### src/pkg/flm_pkg.sv
// Shared constants and types for the loop modem
package flm_pkg;

  ////////////////////////////////////////////////////////////////////////////
  // Clock and tone timing
  localparam longint CLK_HZ = 100_000_000;
  localparam int CLK_PERIOD_NS = 10;
  localparam longint MARK_HZ = 1200;
  localparam longint SPACE_HZ = 2200;
  localparam int BAUD_BPS = 1200;
  localparam int SLOT_US = 833;
  localparam int PHASE_W = 24;
  localparam logic [23:0] INC_MARK = 24'((MARK_HZ << PHASE_W) / CLK_HZ);
  localparam logic [23:0] INC_SPACE = 24'((SPACE_HZ << PHASE_W) / CLK_HZ);

  ////////////////////////////////////////////////////////////////////////////
  // Receive sampling
  localparam longint SAMPLE_HZ = 76_800;
  localparam logic [10:0] SAMPLE_DIV = 11'(CLK_HZ / SAMPLE_HZ);
  localparam int ADC_W = 10;
  localparam int DAC_W = 8;
  localparam logic [9:0] ADC_MID = 10'h200;
  localparam logic [9:0] ZC_HYST = 10'h004;
  localparam logic [6:0] HALF_MARK = 7'(SAMPLE_HZ / (2 * MARK_HZ));
  localparam logic [6:0] HALF_SPACE = 7'(SAMPLE_HZ / (2 * SPACE_HZ));
  localparam logic [6:0] BIT_SPLIT = 7'((HALF_MARK + HALF_SPACE) / 2);
  localparam logic [6:0] RUN_MAX = 7'h7F;
  localparam logic [5:0] CD_WIN = 6'(SAMPLE_HZ / MARK_HZ - 1);
  localparam int ADC_FS_MV = 1230;
  localparam int CD_ON_MV = 120;
  localparam int CD_OFF_MV = 80;
  localparam logic [9:0] CD_ON_CNT = 10'((CD_ON_MV * 1024) / ADC_FS_MV);
  localparam logic [9:0] CD_OFF_CNT = 10'((CD_OFF_MV * 1024) / ADC_FS_MV);
  localparam logic [DAC_W-1:0] DAC_MID = 8'h80;

  ////////////////////////////////////////////////////////////////////////////
  // Reset pin stretch
  localparam int RST_HOLD_NS = 10_000;
  localparam logic [9:0] RST_HOLD_CYC = 10'(RST_HOLD_NS / CLK_PERIOD_NS);

  ////////////////////////////////////////////////////////////////////////////
  // Register map
  localparam logic [7:0] REG_CTRL = 8'h00;
  localparam logic [7:0] REG_STATUS = 8'h04;
  localparam logic [7:0] REG_MASK = 8'h08;
  localparam logic [7:0] REG_STATE = 8'h0C;
  localparam int CTRL_SOFT_RST = 0;
  localparam int CTRL_MUTE = 1;
  localparam logic [1:0] CTRL_RESET = 2'h0;
  localparam int EV_CD_ON = 0;
  localparam int EV_CD_OFF = 1;
  localparam int EV_RX_EDGE = 2;
  localparam int EV_MODE = 3;
  localparam int EV_PIN_RST = 4;
  localparam int EV_N = 5;
  localparam logic [4:0] MASK_RESET = 5'h00;

  // Register bus request bundle
  typedef struct packed {
    logic [7:0] addr;
    logic [31:0] wdata;
    logic wr;
    logic rd;
  } flm_bus_req_t;

endpackage

### src/rtl/flm_tone_gen.sv
// Phase-continuous sine tone generator
`timescale 1ns/10ps
module flm_tone_gen (
  input wire logic ref_clk,
  input wire logic rstn,
  input wire logic enable,
  input wire logic mark,
  output logic [7:0] dac_code
);

  logic [23:0] phase_ff;
  logic [23:0] inc;
  logic [5:0] top;
  logic [3:0] idx;
  logic [6:0] mag;
  logic [7:0] nxt_dac;

  // Quarter-wave sine magnitude
  function automatic logic [6:0] quarter_sine(input logic [3:0] i);
    case (i)
      4'h0: quarter_sine = 7'h06;
      4'h1: quarter_sine = 7'h13;
      4'h2: quarter_sine = 7'h1F;
      4'h3: quarter_sine = 7'h2B;
      4'h4: quarter_sine = 7'h36;
      4'h5: quarter_sine = 7'h41;
      4'h6: quarter_sine = 7'h4C;
      4'h7: quarter_sine = 7'h55;
      4'h8: quarter_sine = 7'h5E;
      4'h9: quarter_sine = 7'h66;
      4'hA: quarter_sine = 7'h6D;
      4'hB: quarter_sine = 7'h73;
      4'hC: quarter_sine = 7'h78;
      4'hD: quarter_sine = 7'h7B;
      4'hE: quarter_sine = 7'h7E;
      default: quarter_sine = 7'h7F;
    endcase
  endfunction

  // Step picks tone; accumulator never jumps on a tone change
  assign inc = mark ? flm_pkg::INC_MARK : flm_pkg::INC_SPACE;
  assign top = phase_ff[23:18];
  assign idx = top[4] ? ~top[3:0] : top[3:0];
  assign mag = quarter_sine(idx);
  assign nxt_dac = top[5] ? (flm_pkg::DAC_MID - {1'b0, mag})
                          : (flm_pkg::DAC_MID + {1'b0, mag});

  // Accumulator and sample register
  always_ff @(posedge ref_clk or negedge rstn) begin
    if (!rstn) begin
      phase_ff <= 24'h000000;
      dac_code <= 8'h80;
    end else if (!enable) begin
      phase_ff <= 24'h000000;
      dac_code <= flm_pkg::DAC_MID;
    end else begin
      phase_ff <= phase_ff + inc;
      dac_code <= nxt_dac;
    end
  end

endmodule

### src/rtl/flm_modem.sv
// Half-duplex FSK loop modem core with register port
//
// Functional notes
// - Transmit-request high selects receive; low selects transmit.
// - Transmit makes a 1200 or 2200 Hz sine with continuous phase.
// - Logic one is the mark tone at 1.2 kHz; zero is space.
// - Receive recovers the bit stream from the tone input onto rx_data.
// - Carrier flag rises above 120 mVpp, falls below 80 mVpp.
// - Reset pin is an input and is pulled low on internal reset.
// - Clock select high uses external clock; low runs the crystal amplifier.
// - Reference enabled only in receive mode.
// - Only modulation and demodulation; framing left to the host.
// - Never transmit and receive together; host alternates direction.
// - Space tone 2.2 kHz; 1.2 kbps symbols of about 833 us.
// - Transmit tone follows tx_data level directly: high mark, low space.
//
// The register offsets and strobed register access were chosen for this implementation.
`timescale 1ns/10ps
module flm_modem (
  input wire logic ref_clk,
  input wire logic rstn,
  input wire flm_pkg::flm_bus_req_t bus_req,
  output logic [31:0] bus_rdata,
  output logic irq,
  input wire logic tx_request,
  input wire logic tx_data,
  output logic rx_data,
  output logic carrier_present,
  input wire logic [9:0] tone_in,
  output logic [7:0] tone_out,
  output logic ref_en,
  input wire logic ext_clock_select,
  output logic osc_amp_en,
  input wire logic supply_low,
  input wire logic rst_pin_in,
  output logic rst_pin_out,
  output logic rst_pin_oe
);

  ////////////////////////////////////////////////////////////////////////////
  // Declarations

  // Flip-flops
  logic [1:0] ctrl_ff;
  logic [4:0] mask_ff;
  logic [4:0] status_ff;
  logic [31:0] rdata_ff;
  logic [9:0] hold_cnt_ff;
  logic core_rst_q_ff;
  logic demod_q_ff;
  logic [10:0] div_ff;
  logic above_ff;
  logic [6:0] run_cnt_ff;
  logic bit_ff;
  logic [5:0] win_cnt_ff;
  logic [9:0] max_ff;
  logic [9:0] min_ff;
  logic [9:0] pp_ff;
  logic cd_ff;
  logic rx_q_ff;

  // Combinational nets
  logic demod;
  logic hold_active;
  logic core_rst;
  logic rx_run;
  logic sample_en;
  logic nxt_above;
  logic crossing;
  logic win_end;
  logic [9:0] nxt_max;
  logic [9:0] nxt_min;
  logic [9:0] win_pp;
  logic nxt_cd;
  logic [9:0] hyst_hi;
  logic [9:0] hyst_lo;
  logic wr_ctrl;
  logic wr_mask;
  logic rd_status;
  logic [31:0] rd_mux;
  logic [4:0] events;
  logic [31:0] state_word;
  logic tone_enable;
  logic hit_ctrl;
  logic hit_status;
  logic hit_mask;
  logic hit_state;

  ////////////////////////////////////////////////////////////////////////////
  // Mode and analogue control pins

  // Direction comes straight from the host pin
  assign demod = tx_request;
  // Reference powered only while receiving
  assign ref_en = demod;
  // Crystal amplifier runs unless an external clock is fed in
  assign osc_amp_en = ~ext_clock_select;

  ////////////////////////////////////////////////////////////////////////////
  // Reset pin and internal reset

  // Internal reset causes stretch a low pulse on the pin
  // Pin only ever pulled low; the board pull-up makes the high
  assign hold_active = (hold_cnt_ff != 10'h000);
  assign rst_pin_oe = hold_active;
  assign rst_pin_out = 1'b0;
  // Pin read back also catches the board pulling it low
  assign core_rst = ~rst_pin_in | hold_active;

  // Stretch counter
  // A cause that lasts keeps reloading, so the pin stays low throughout
  always_ff @(posedge ref_clk or negedge rstn) begin
    if (!rstn) begin
      hold_cnt_ff <= 10'h000;
    end else if (supply_low | ctrl_ff[flm_pkg::CTRL_SOFT_RST]) begin
      hold_cnt_ff <= flm_pkg::RST_HOLD_CYC;
    end else if (hold_active) begin
      hold_cnt_ff <= hold_cnt_ff - 10'h001;
    end
  end

  ////////////////////////////////////////////////////////////////////////////
  // Transmit path

  // Generator only runs in modulate mode
  // Mute and core reset also park the accumulator at zero phase
  assign tone_enable = ~demod & ~core_rst & ~ctrl_ff[flm_pkg::CTRL_MUTE];

  // Sine generator; tone step picked from the data level
  flm_tone_gen u_tone (
    .ref_clk(ref_clk),
    .rstn(rstn),
    .enable(tone_enable),
    .mark(tx_data),
    .dac_code(tone_out)
  );

  ////////////////////////////////////////////////////////////////////////////
  // Receive sampling

  // Receiver is held idle while transmitting
  // Core reset also stops it, so a reset never decodes noise
  assign rx_run = demod & ~core_rst;
  assign sample_en = rx_run & (div_ff == flm_pkg::SAMPLE_DIV - 11'h001);

  // Sample-rate divider
  // Restarts on entry to receive, so sample phase is repeatable
  always_ff @(posedge ref_clk or negedge rstn) begin
    if (!rstn) begin
      div_ff <= 11'h000;
    end else if (!rx_run || sample_en) begin
      div_ff <= 11'h000;
    end else begin
      div_ff <= div_ff + 11'h001;
    end
  end

  ////////////////////////////////////////////////////////////////////////////
  // Zero-crossing demodulator

  // Crossing thresholds around the input bias
  // Band keeps noise near the bias from faking crossings
  assign hyst_hi = flm_pkg::ADC_MID + flm_pkg::ZC_HYST;
  assign hyst_lo = flm_pkg::ADC_MID - flm_pkg::ZC_HYST;
  assign nxt_above = (tone_in > hyst_hi) ? 1'b1 :
                     (tone_in < hyst_lo) ? 1'b0 : above_ff;
  assign crossing = sample_en & (nxt_above != above_ff);

  // Half-period length decides mark or space
  // Run count saturates on a silent line instead of wrapping
  always_ff @(posedge ref_clk or negedge rstn) begin
    if (!rstn) begin
      above_ff <= 1'b0;
      run_cnt_ff <= 7'h00;
      bit_ff <= 1'b1;
    end else if (!rx_run) begin
      above_ff <= 1'b0;
      run_cnt_ff <= 7'h00;
      bit_ff <= 1'b1;
    end else if (crossing) begin
      above_ff <= nxt_above;
      run_cnt_ff <= 7'h00;
      bit_ff <= (run_cnt_ff > flm_pkg::BIT_SPLIT);
    end else if (sample_en && run_cnt_ff != flm_pkg::RUN_MAX) begin
      run_cnt_ff <= run_cnt_ff + 7'h01;
    end
  end

  ////////////////////////////////////////////////////////////////////////////
  // Carrier detect

  // Window extremes including current sample
  assign win_end = sample_en & (win_cnt_ff == flm_pkg::CD_WIN);
  assign nxt_max = (tone_in > max_ff) ? tone_in : max_ff;
  assign nxt_min = (tone_in < min_ff) ? tone_in : min_ff;
  assign win_pp = nxt_max - nxt_min;
  // Two thresholds give hysteresis
  assign nxt_cd = cd_ff ? ~(win_pp < flm_pkg::CD_OFF_CNT)
                        : (win_pp > flm_pkg::CD_ON_CNT);

  // Peak-to-peak tracking per mark period
  // One window spans a mark period, so both tones show full swing
  always_ff @(posedge ref_clk or negedge rstn) begin
    if (!rstn) begin
      win_cnt_ff <= 6'h00;
      max_ff <= 10'h000;
      min_ff <= 10'h3FF;
    end else if (!rx_run || win_end) begin
      win_cnt_ff <= 6'h00;
      max_ff <= 10'h000;
      min_ff <= 10'h3FF;
    end else if (sample_en) begin
      win_cnt_ff <= win_cnt_ff + 6'h01;
      max_ff <= nxt_max;
      min_ff <= nxt_min;
    end
  end

  // Carrier flag and last amplitude
  // Flag moves only at window ends or when receive stops, and holds between them
  always_ff @(posedge ref_clk or negedge rstn) begin
    if (!rstn) begin
      cd_ff <= 1'b0;
      pp_ff <= 10'h000;
    end else if (!rx_run) begin
      cd_ff <= 1'b0;
      pp_ff <= 10'h000;
    end else if (win_end) begin
      cd_ff <= nxt_cd;
      pp_ff <= win_pp;
    end
  end

  // Data pins idle while transmitting or without carrier
  // Idle high reads as a stop level to the host UART
  always_ff @(posedge ref_clk or negedge rstn) begin
    if (!rstn) begin
      rx_data <= 1'b1;
      carrier_present <= 1'b0;
    end else begin
      rx_data <= ~(rx_run & cd_ff) | bit_ff;
      carrier_present <= rx_run & cd_ff;
    end
  end

  ////////////////////////////////////////////////////////////////////////////
  // Event sources

  // Edge history for event detection
  // History resets to idle levels so reset raises no false event
  always_ff @(posedge ref_clk or negedge rstn) begin
    if (!rstn) begin
      core_rst_q_ff <= 1'b0;
      demod_q_ff <= 1'b1;
      rx_q_ff <= 1'b1;
    end else begin
      core_rst_q_ff <= core_rst;
      demod_q_ff <= demod;
      rx_q_ff <= rx_data;
    end
  end

  // One pulse per event source
  assign events[flm_pkg::EV_CD_ON] = win_end & ~cd_ff & nxt_cd;
  assign events[flm_pkg::EV_CD_OFF] = win_end & cd_ff & ~nxt_cd;
  assign events[flm_pkg::EV_RX_EDGE] = rx_q_ff ^ rx_data;
  assign events[flm_pkg::EV_MODE] = demod_q_ff ^ demod;
  assign events[flm_pkg::EV_PIN_RST] = core_rst_q_ff & ~core_rst;

  ////////////////////////////////////////////////////////////////////////////
  // Register decode

  // Address hits shared by strobes and read selection
  assign hit_ctrl = (bus_req.addr == flm_pkg::REG_CTRL);
  assign hit_status = (bus_req.addr == flm_pkg::REG_STATUS);
  assign hit_mask = (bus_req.addr == flm_pkg::REG_MASK);
  assign hit_state = (bus_req.addr == flm_pkg::REG_STATE);

  // Qualified strobes; writes to status and state fall away
  assign wr_ctrl = bus_req.wr & hit_ctrl;
  assign wr_mask = bus_req.wr & hit_mask;
  assign rd_status = bus_req.rd & hit_status;

  // Live state word: mode, carrier, rx, tx, clock select, last p-p
  assign state_word = {14'h0000, pp_ff, 3'h0, ext_clock_select, tx_data,
                       rx_data, carrier_present, demod};

  // Read selection; unmapped reads zero
  assign rd_mux = hit_ctrl ? {30'h00000000, ctrl_ff} :
                  hit_status ? {27'h0000000, status_ff} :
                  hit_mask ? {27'h0000000, mask_ff} :
                  hit_state ? state_word : 32'h00000000;

  ////////////////////////////////////////////////////////////////////////////
  // Registers

  // Control and mask; soft reset bit clears itself
  // Soft reset lasts one cycle; the stretch counter holds the pin
  always_ff @(posedge ref_clk or negedge rstn) begin
    if (!rstn) begin
      ctrl_ff <= flm_pkg::CTRL_RESET;
      mask_ff <= flm_pkg::MASK_RESET;
    end else begin
      if (wr_ctrl) begin
        ctrl_ff <= bus_req.wdata[1:0];
      end else begin
        ctrl_ff[flm_pkg::CTRL_SOFT_RST] <= 1'b0;
      end
      if (wr_mask) begin
        mask_ff <= bus_req.wdata[4:0];
      end
    end
  end

  // Sticky status bits; a new event beats the read clear
  // An event in the clearing read cycle stays for the next read
  genvar gi;
  generate
    for (gi = 0; gi < flm_pkg::EV_N; gi++) begin : g_status
      always_ff @(posedge ref_clk or negedge rstn) begin
        if (!rstn) begin
          status_ff[gi] <= 1'b0;
        end else begin
          status_ff[gi] <= events[gi] | (status_ff[gi] & ~rd_status);
        end
      end
    end
  endgenerate

  // Read data valid only in the cycle after the strobe
  // Zero outside that slot, so an idle port reads quiet
  always_ff @(posedge ref_clk or negedge rstn) begin
    if (!rstn) begin
      rdata_ff <= 32'h00000000;
    end else begin
      rdata_ff <= bus_req.rd ? rd_mux : 32'h00000000;
    end
  end

  // Registered read data to the port
  assign bus_rdata = rdata_ff;
  // Level interrupt from unmasked status
  assign irq = |(status_ff & mask_ff);

endmodule

### config.mk
export PLATFORM = sky130hd
export DESIGN_NAME = flm_modem
export DESIGN_NICKNAME = d
export VERILOG_FILES = /design/src/pkg/flm_pkg.sv /design/src/rtl/flm_tone_gen.sv /design/src/rtl/flm_modem.sv
export SDC_FILE = /design/constraint.sdc
export NUM_CORES = 1
export LEC_CHECK = 0
export ABC_AREA = 0
export BUFFER_PORTS_ARGS = -buffer_cell sky130_fd_sc_hd__buf_4
export CAP_MARGIN = 20
export CELL_PAD_IN_SITES_DETAIL_PLACEMENT = 0
export CELL_PAD_IN_SITES_GLOBAL_PLACEMENT = 1
export CORE_MARGIN = 10
export CORE_UTILIZATION = 50
export CTS_BUF_LIST = sky130_fd_sc_hd__clkbuf_2 sky130_fd_sc_hd__clkbuf_4 sky130_fd_sc_hd__clkbuf_8
export CTS_CLUSTER_DIAMETER = 120
export DETAILED_ROUTE_END_ITERATION = 16
export PLACE_DENSITY_LB_ADDON = 0.3
export SETUP_SLACK_MARGIN = 0.4
export SYNTH_ARGS = -nofsm -noshare
export SYNTH_HDL_FRONTEND = slang
export SYNTH_HIERARCHICAL = 1
export SYNTH_SLANG_ARGS = --single-unit
### constraint.sdc
create_clock -name ref_clk -period 11.8 [get_ports ref_clk]
set_clock_uncertainty 0.05 [all_clocks]
set_input_delay 1.18 -clock ref_clk [delete_from_list [all_inputs] [get_ports ref_clk]]
set_output_delay 1.18 -clock ref_clk [all_outputs]
set_load 0.01 [all_outputs]
# == After elaboration in Yosys (flattened, before gate mapping) ==
# Memories as Yosys holds them, arrays and structs flattened.
# Cells that the tools add are included.
# word_totals
register_bits,134
rom_bits,112
word_cells,139
mem_count,1
# mem_list
name,words,width,rd,rd_clocked_by_memory_dff,write_ports,line_no,text
(name not given),16,7,1,0,0,flm_tone_gen.sv:20,case (i)
# op_classes
add_sub_neg,8
n_lt_le_gt_ge,7
eq_ne,10
n_mux,36
bitwise_logic,42
n_reduce_logical,9
# op_table
cell,n
$mux W10,10
$mux W18,5
$add A24 B24 Y24,1
$mux W24,1
$mux W7,3
$and A1 B1 Y1,20
$eq A8 B4 Y1 const B,2
$mux W8,2
$mux W6,2
$add A11 B1 Y11 const B,1
$eq A11 B11 Y1 const B,1
$mux W11,1
$gt A10 B10 Y1,1
$gt A10 B10 Y1 const B,1
$gt A10 B7 Y1 const B,1
$lt A10 B10 Y1,1
$lt A10 B7 Y1 const B,1
$lt A10 B9 Y1 const B,1
$mux W1,10
$not A1 Y1,10
$reduce_bool A10 Y1,1
$sub A10 B1 Y10 const B,1
$sub A10 B10 Y10,1
$mux W9,1
22 further kinds,33

# == Logic depth before layout (Yosys ltp) ==
# depth
word_depth,9
mapped_depth,20
mapped_depth_nobuf,18

# == Cells and area by module ==
# The synthesis kept the hierarchy.
# modules_own_cells
mod,instances,cells_each,area_per_inst_um2,seq_area_each_um2
flm_modem,1,627,5926.9,2494.9
flm_tone_gen,1,217,2068.2,802.0

# == Worst setup path before layout ==
# No wires, ideal clock.
# synth_path
path_kind,input to register
from,input tone_in[7]
to,register status_ff[0]
setup_ps,122
arrival_time_ps,4953
required_time_ps,11628
setup_slack_ps,6675
path_stages,18
path_cell_list,ha_1 a211oi_1 nor2_1 or3_4 nor2_2 clkbuf_1 a21oi_1 ha_1 clkbuf_1 o21a_1 nand2_1 nor2_1 a31oi_1 o31ai_2 or4_1 a32oi_1 o2111ai_1 a32o_1
# synth_between
elab_chain_len,8
elab_cells_between_ends,11
classes_between,1 x add/sub; 4 x order compare; 3 x mux; 3 x bitwise
# synth_rtl
item,line_no,text
start: declaration,flm_modem.sv:29,"input wire logic [9:0] tone_in,"
$gt A10 B10 Y1 or $lt A10 B10 Y1 (tied branches),"flm_modem.sv:194, flm_modem.sv:195",
"$mux W10, on equally long branches","flm_modem.sv:194, flm_modem.sv:195",
$sub A10 B10 Y10 *,flm_modem.sv:196,assign win_pp = nxt_max - nxt_min;
$lt A10 B7 Y1,flm_modem.sv:198,assign nxt_cd = cd_ff ? ~(win_pp < flm_pkg::CD_OFF_CNT)
$not A1 Y1,flm_modem.sv:198,
$mux W1 *,flm_modem.sv:198,
$and A1 B1 Y1 *,flm_modem.sv:264,assign events[flm_pkg::EV_CD_ON] = win_end & ~cd_ff & nxt_cd;
$or A1 B1 Y1 *,flm_modem.sv:324,status_ff[gi] <= events[gi] | (status_ff[gi] & ~rd_status);
end signal: indexed assignment,flm_modem.sv:324,
end: declaration,flm_modem.sv:46,logic [4:0] status_ff;
# Every way passes the cells marked *; elsewhere a longest branch is shown, timed or not.
# A chain may end at the register's enable or synchronous reset.

# == Worst setup path in the final report ==
# Ends and elaborated chain as after synthesis.

==> impl_metrics.ini <==
[pwr]
clockPowerShare_pct = 43.5
swShare_pct = 27.2
p_seq_share_pct = 45.4
p_int_mw = 0.733
vdd_drop_max_mv = 0.0833
p_per_area_mw_per_mm2 = 112
p_comb_share_pct = 11.1
p_leak_nw = 4.05
switching_power_mw = 0.274

[global_routing]
grt_pass1_vias = 6238
track_usage_pct = 17.4
grt_pass1_wl_mm = 31.2
antenna_found_initial = 0
gr-total-overflow = 0
grt_max_degree = 69

[clock_tree]
hold_buffers = 0
cts_tree = built
cts_buffer_depth = 2
postCtsSetupRepairBufs = 0
cts_root_buf = clkbuf_8
numCtsBuffers = 17
clkSinkCount = 131
clk_pin_slew_ps = 80
clock_latency_ps = 460
cts_resized = 0
cts.htree.levels = 4

[timing]
finalHoldViolCount = 0
clock.fmax_mhz = 188
min_period_over_period_pct = 45.0
holdWs_ps = 359
setup_tns_ps = 0
final-max-slew-violation-count = 0
rsz0062_at_grt = false
tightest_slew_ps = 967
period_minus_slack_ps = 5310
slew_headroom_pct = 35.5
setup_violations = 0

[yosys]
async_flop_share_pct = 100
synthDistinctLibCells = 86
synth_ff_type = dfrtp_1
avgSynthCellArea_sq_um = 9.47
synth_area_sq_mm = 0.00800
synth_seq_area_share_pct = 41.2
syn_inst = 844
yosys_warnings = 6
ys_ff_latch = 131
synth_edf_count = 0

[die]
fp-row-count = 46
die_area_sq_mm = 0.0214
io_pins = 106
core_sq_mm = 0.0158
start_util_pct = 50.7
die_height_um = 146
die_w_um = 146

[setup_path]
cp.required_ps = 12090
cp-end-kind = flop
crit_buf_inv = 1
cp_max_fo = 17
r2r_cells = 18
crit_type = in -> reg
arrival_ps = 5610
crit_chain = buf_4 -> ha_1 -> a211oi_1 -> nor2_1 -> or3_4 -> nor2_2 -> nor2_1 -> a21oi_1 -> ha_1 -> o21a_1 -> nand2_1 -> nor2_1 -> a31oi_1 -> o31ai_2 -> or4_1 -> a32oi_1 -> o2111ai_1 -> a32o_1
slowest_stage = or4_1
worst-path-stages = 18
crit_path_start_kind = input port
crit_top_cell = nor2_1
critPathTopFamily = simple AND/OR/NAND/NOR gates
max_stage_delay_ps = 550

[routing]
ant_nets = 0
drt-initial-drc-count = 363
drc_errors = 0
post_drt_via_cell_ratio = 5.61
drt_pass1_iterations = 5
vias = 6324
routed_wl_mm = 18.7
wl_per_cell_um = 16.6

[layout]
stdcell_count = 1127
layout_commonest_cell = dfrtp_1
final_nets = 1006
layout-drive-gt1-share_pct = 18.2
final_cell_mix = dfrtp_1, nor2_1, buf_4, nand2_1, inv_1
diodes = 0
area_delta_synth_final_pct = 12.8
final_area_sq_mm = 0.00902

[run_status]
status = complete, no violations

[flow_run]
drv_cap = 0

[min_path]
hold_depth = 0
hold_path.class = reg -> reg

[placed_design]
placedCellCount = 1094
dp_hpwl_mm = 13.8
io_buffer_count = 60
dpl-instance-area_sq_mm = 0.00855
gp_congestion = 0.857
## layer usage
metal	part of all wire [%]	wire (um)	GRT usage, %
met2	48	8970	28.4
met5	0	0	0
met3	4.6	859	5.10
met4	1.1	214	4.65
met1	46	8640	22.1
## final timing paths
path	startpoint	to	slack, ps
worst max-delay path	tone_in[7]	status_ff[0]	6490
worst min-delay path	rx_data	rx_q_ff	360
min in group asynchronous	rstn	u_tone/dac_code[3]	760
max in group asynchronous	rstn	max_ff[5]	9540
worst min register to register	rx_data	rx_q_ff	360
worst max register to register	min_ff[7]	status_ff[0]	6790
## layout make-up
class,count,area (sq um)
Multi-Input combinational cell,632,4320
Fill cell,1402,6750
Clock buffer,17,234
Tap cell,216,270
Timing Repair Buffer,65,495
Inverter,51,191
Clock inverter,15,215
Sequential cell,131,3300
## registers in the layout, summed over array words and instances (netlist names), 2 cells and up
| register | count |
|---|---|
| bus_rdata | 15 |
| ctrl_ff | 2 |
| div_ff | 11 |
| hold_cnt_ff | 10 |
| mask_ff | 5 |
| max_ff | 10 |
| min_ff | 10 |
| pp_ff | 10 |
| run_cnt_ff | 7 |
| status_ff | 5 |
| u_tone/dac_code | 8 |
| u_tone/phase_ff | 24 |
| win_cnt_ff | 6 |
## power by group through the flow
| stage | Combinational (mW) | Clock (mW) | Sequential [mW] |
|---|---|---|---|
| after floorplan | 0.0760 | 0 | 0.465 |
| after global placement | 0.107 | 0 | 0.466 |
| after detailed placement | 0.111 | 0 | 0.466 |
| after CTS | 0.112 | 0.449 | 0.457 |
| after global routing | 0.125 | 0.471 | 0.458 |
| final | 0.112 | 0.438 | 0.457 |
## cells by family after synthesis
| group | share of synthesized area, % |
|---|---|
| flip-flops | 41.2 |
| buffers and inverters | 5.59 |
| XOR/XNOR | 5.34 |
| other | 0.0469 |
| AO/OA/AOI/OAI | 16.1 |
| AND/OR/NAND/NOR | 20.0 |
| multiplexers | 4.02 |
| adder cells (fa/ha/maj) | 7.67 |
## stage by stage
step | power, mW | utilization (%) | setup slack [ps]
finish | 1.01 | 57.2 | 6490
global route | 1.05 | 57.2 | 6190
CTS | 1.02 | 57.1 | 6540
detailed placement | 0.577 | 54.2 | 6030
global placement | 0.573 | 54.2 | 6120
floorplan | 0.541 | - | 6680
## cell usage after synthesis, drive strengths merged (15+ instances only)
cell type / instances / area, sq um
dfrtp: 116 / 2900
nor2: 82 / 320
nand2: 58 / 218
o21ai: 54 / 274
inv: 50 / 188
ha: 49 / 613
a21oi: 43 / 234
nand3: 35 / 175
xnor2: 26 / 235
buf: 24 / 169
clkbuf: 23 / 86.3
nor3: 23 / 136
xor2: 21 / 191
and3: 17 / 111
nand4: 17 / 119
and2: 15 / 93.8
dfstp: 15 / 394
or3: 15 / 104
No activity file was read; power rests on OpenSTA's default activity.
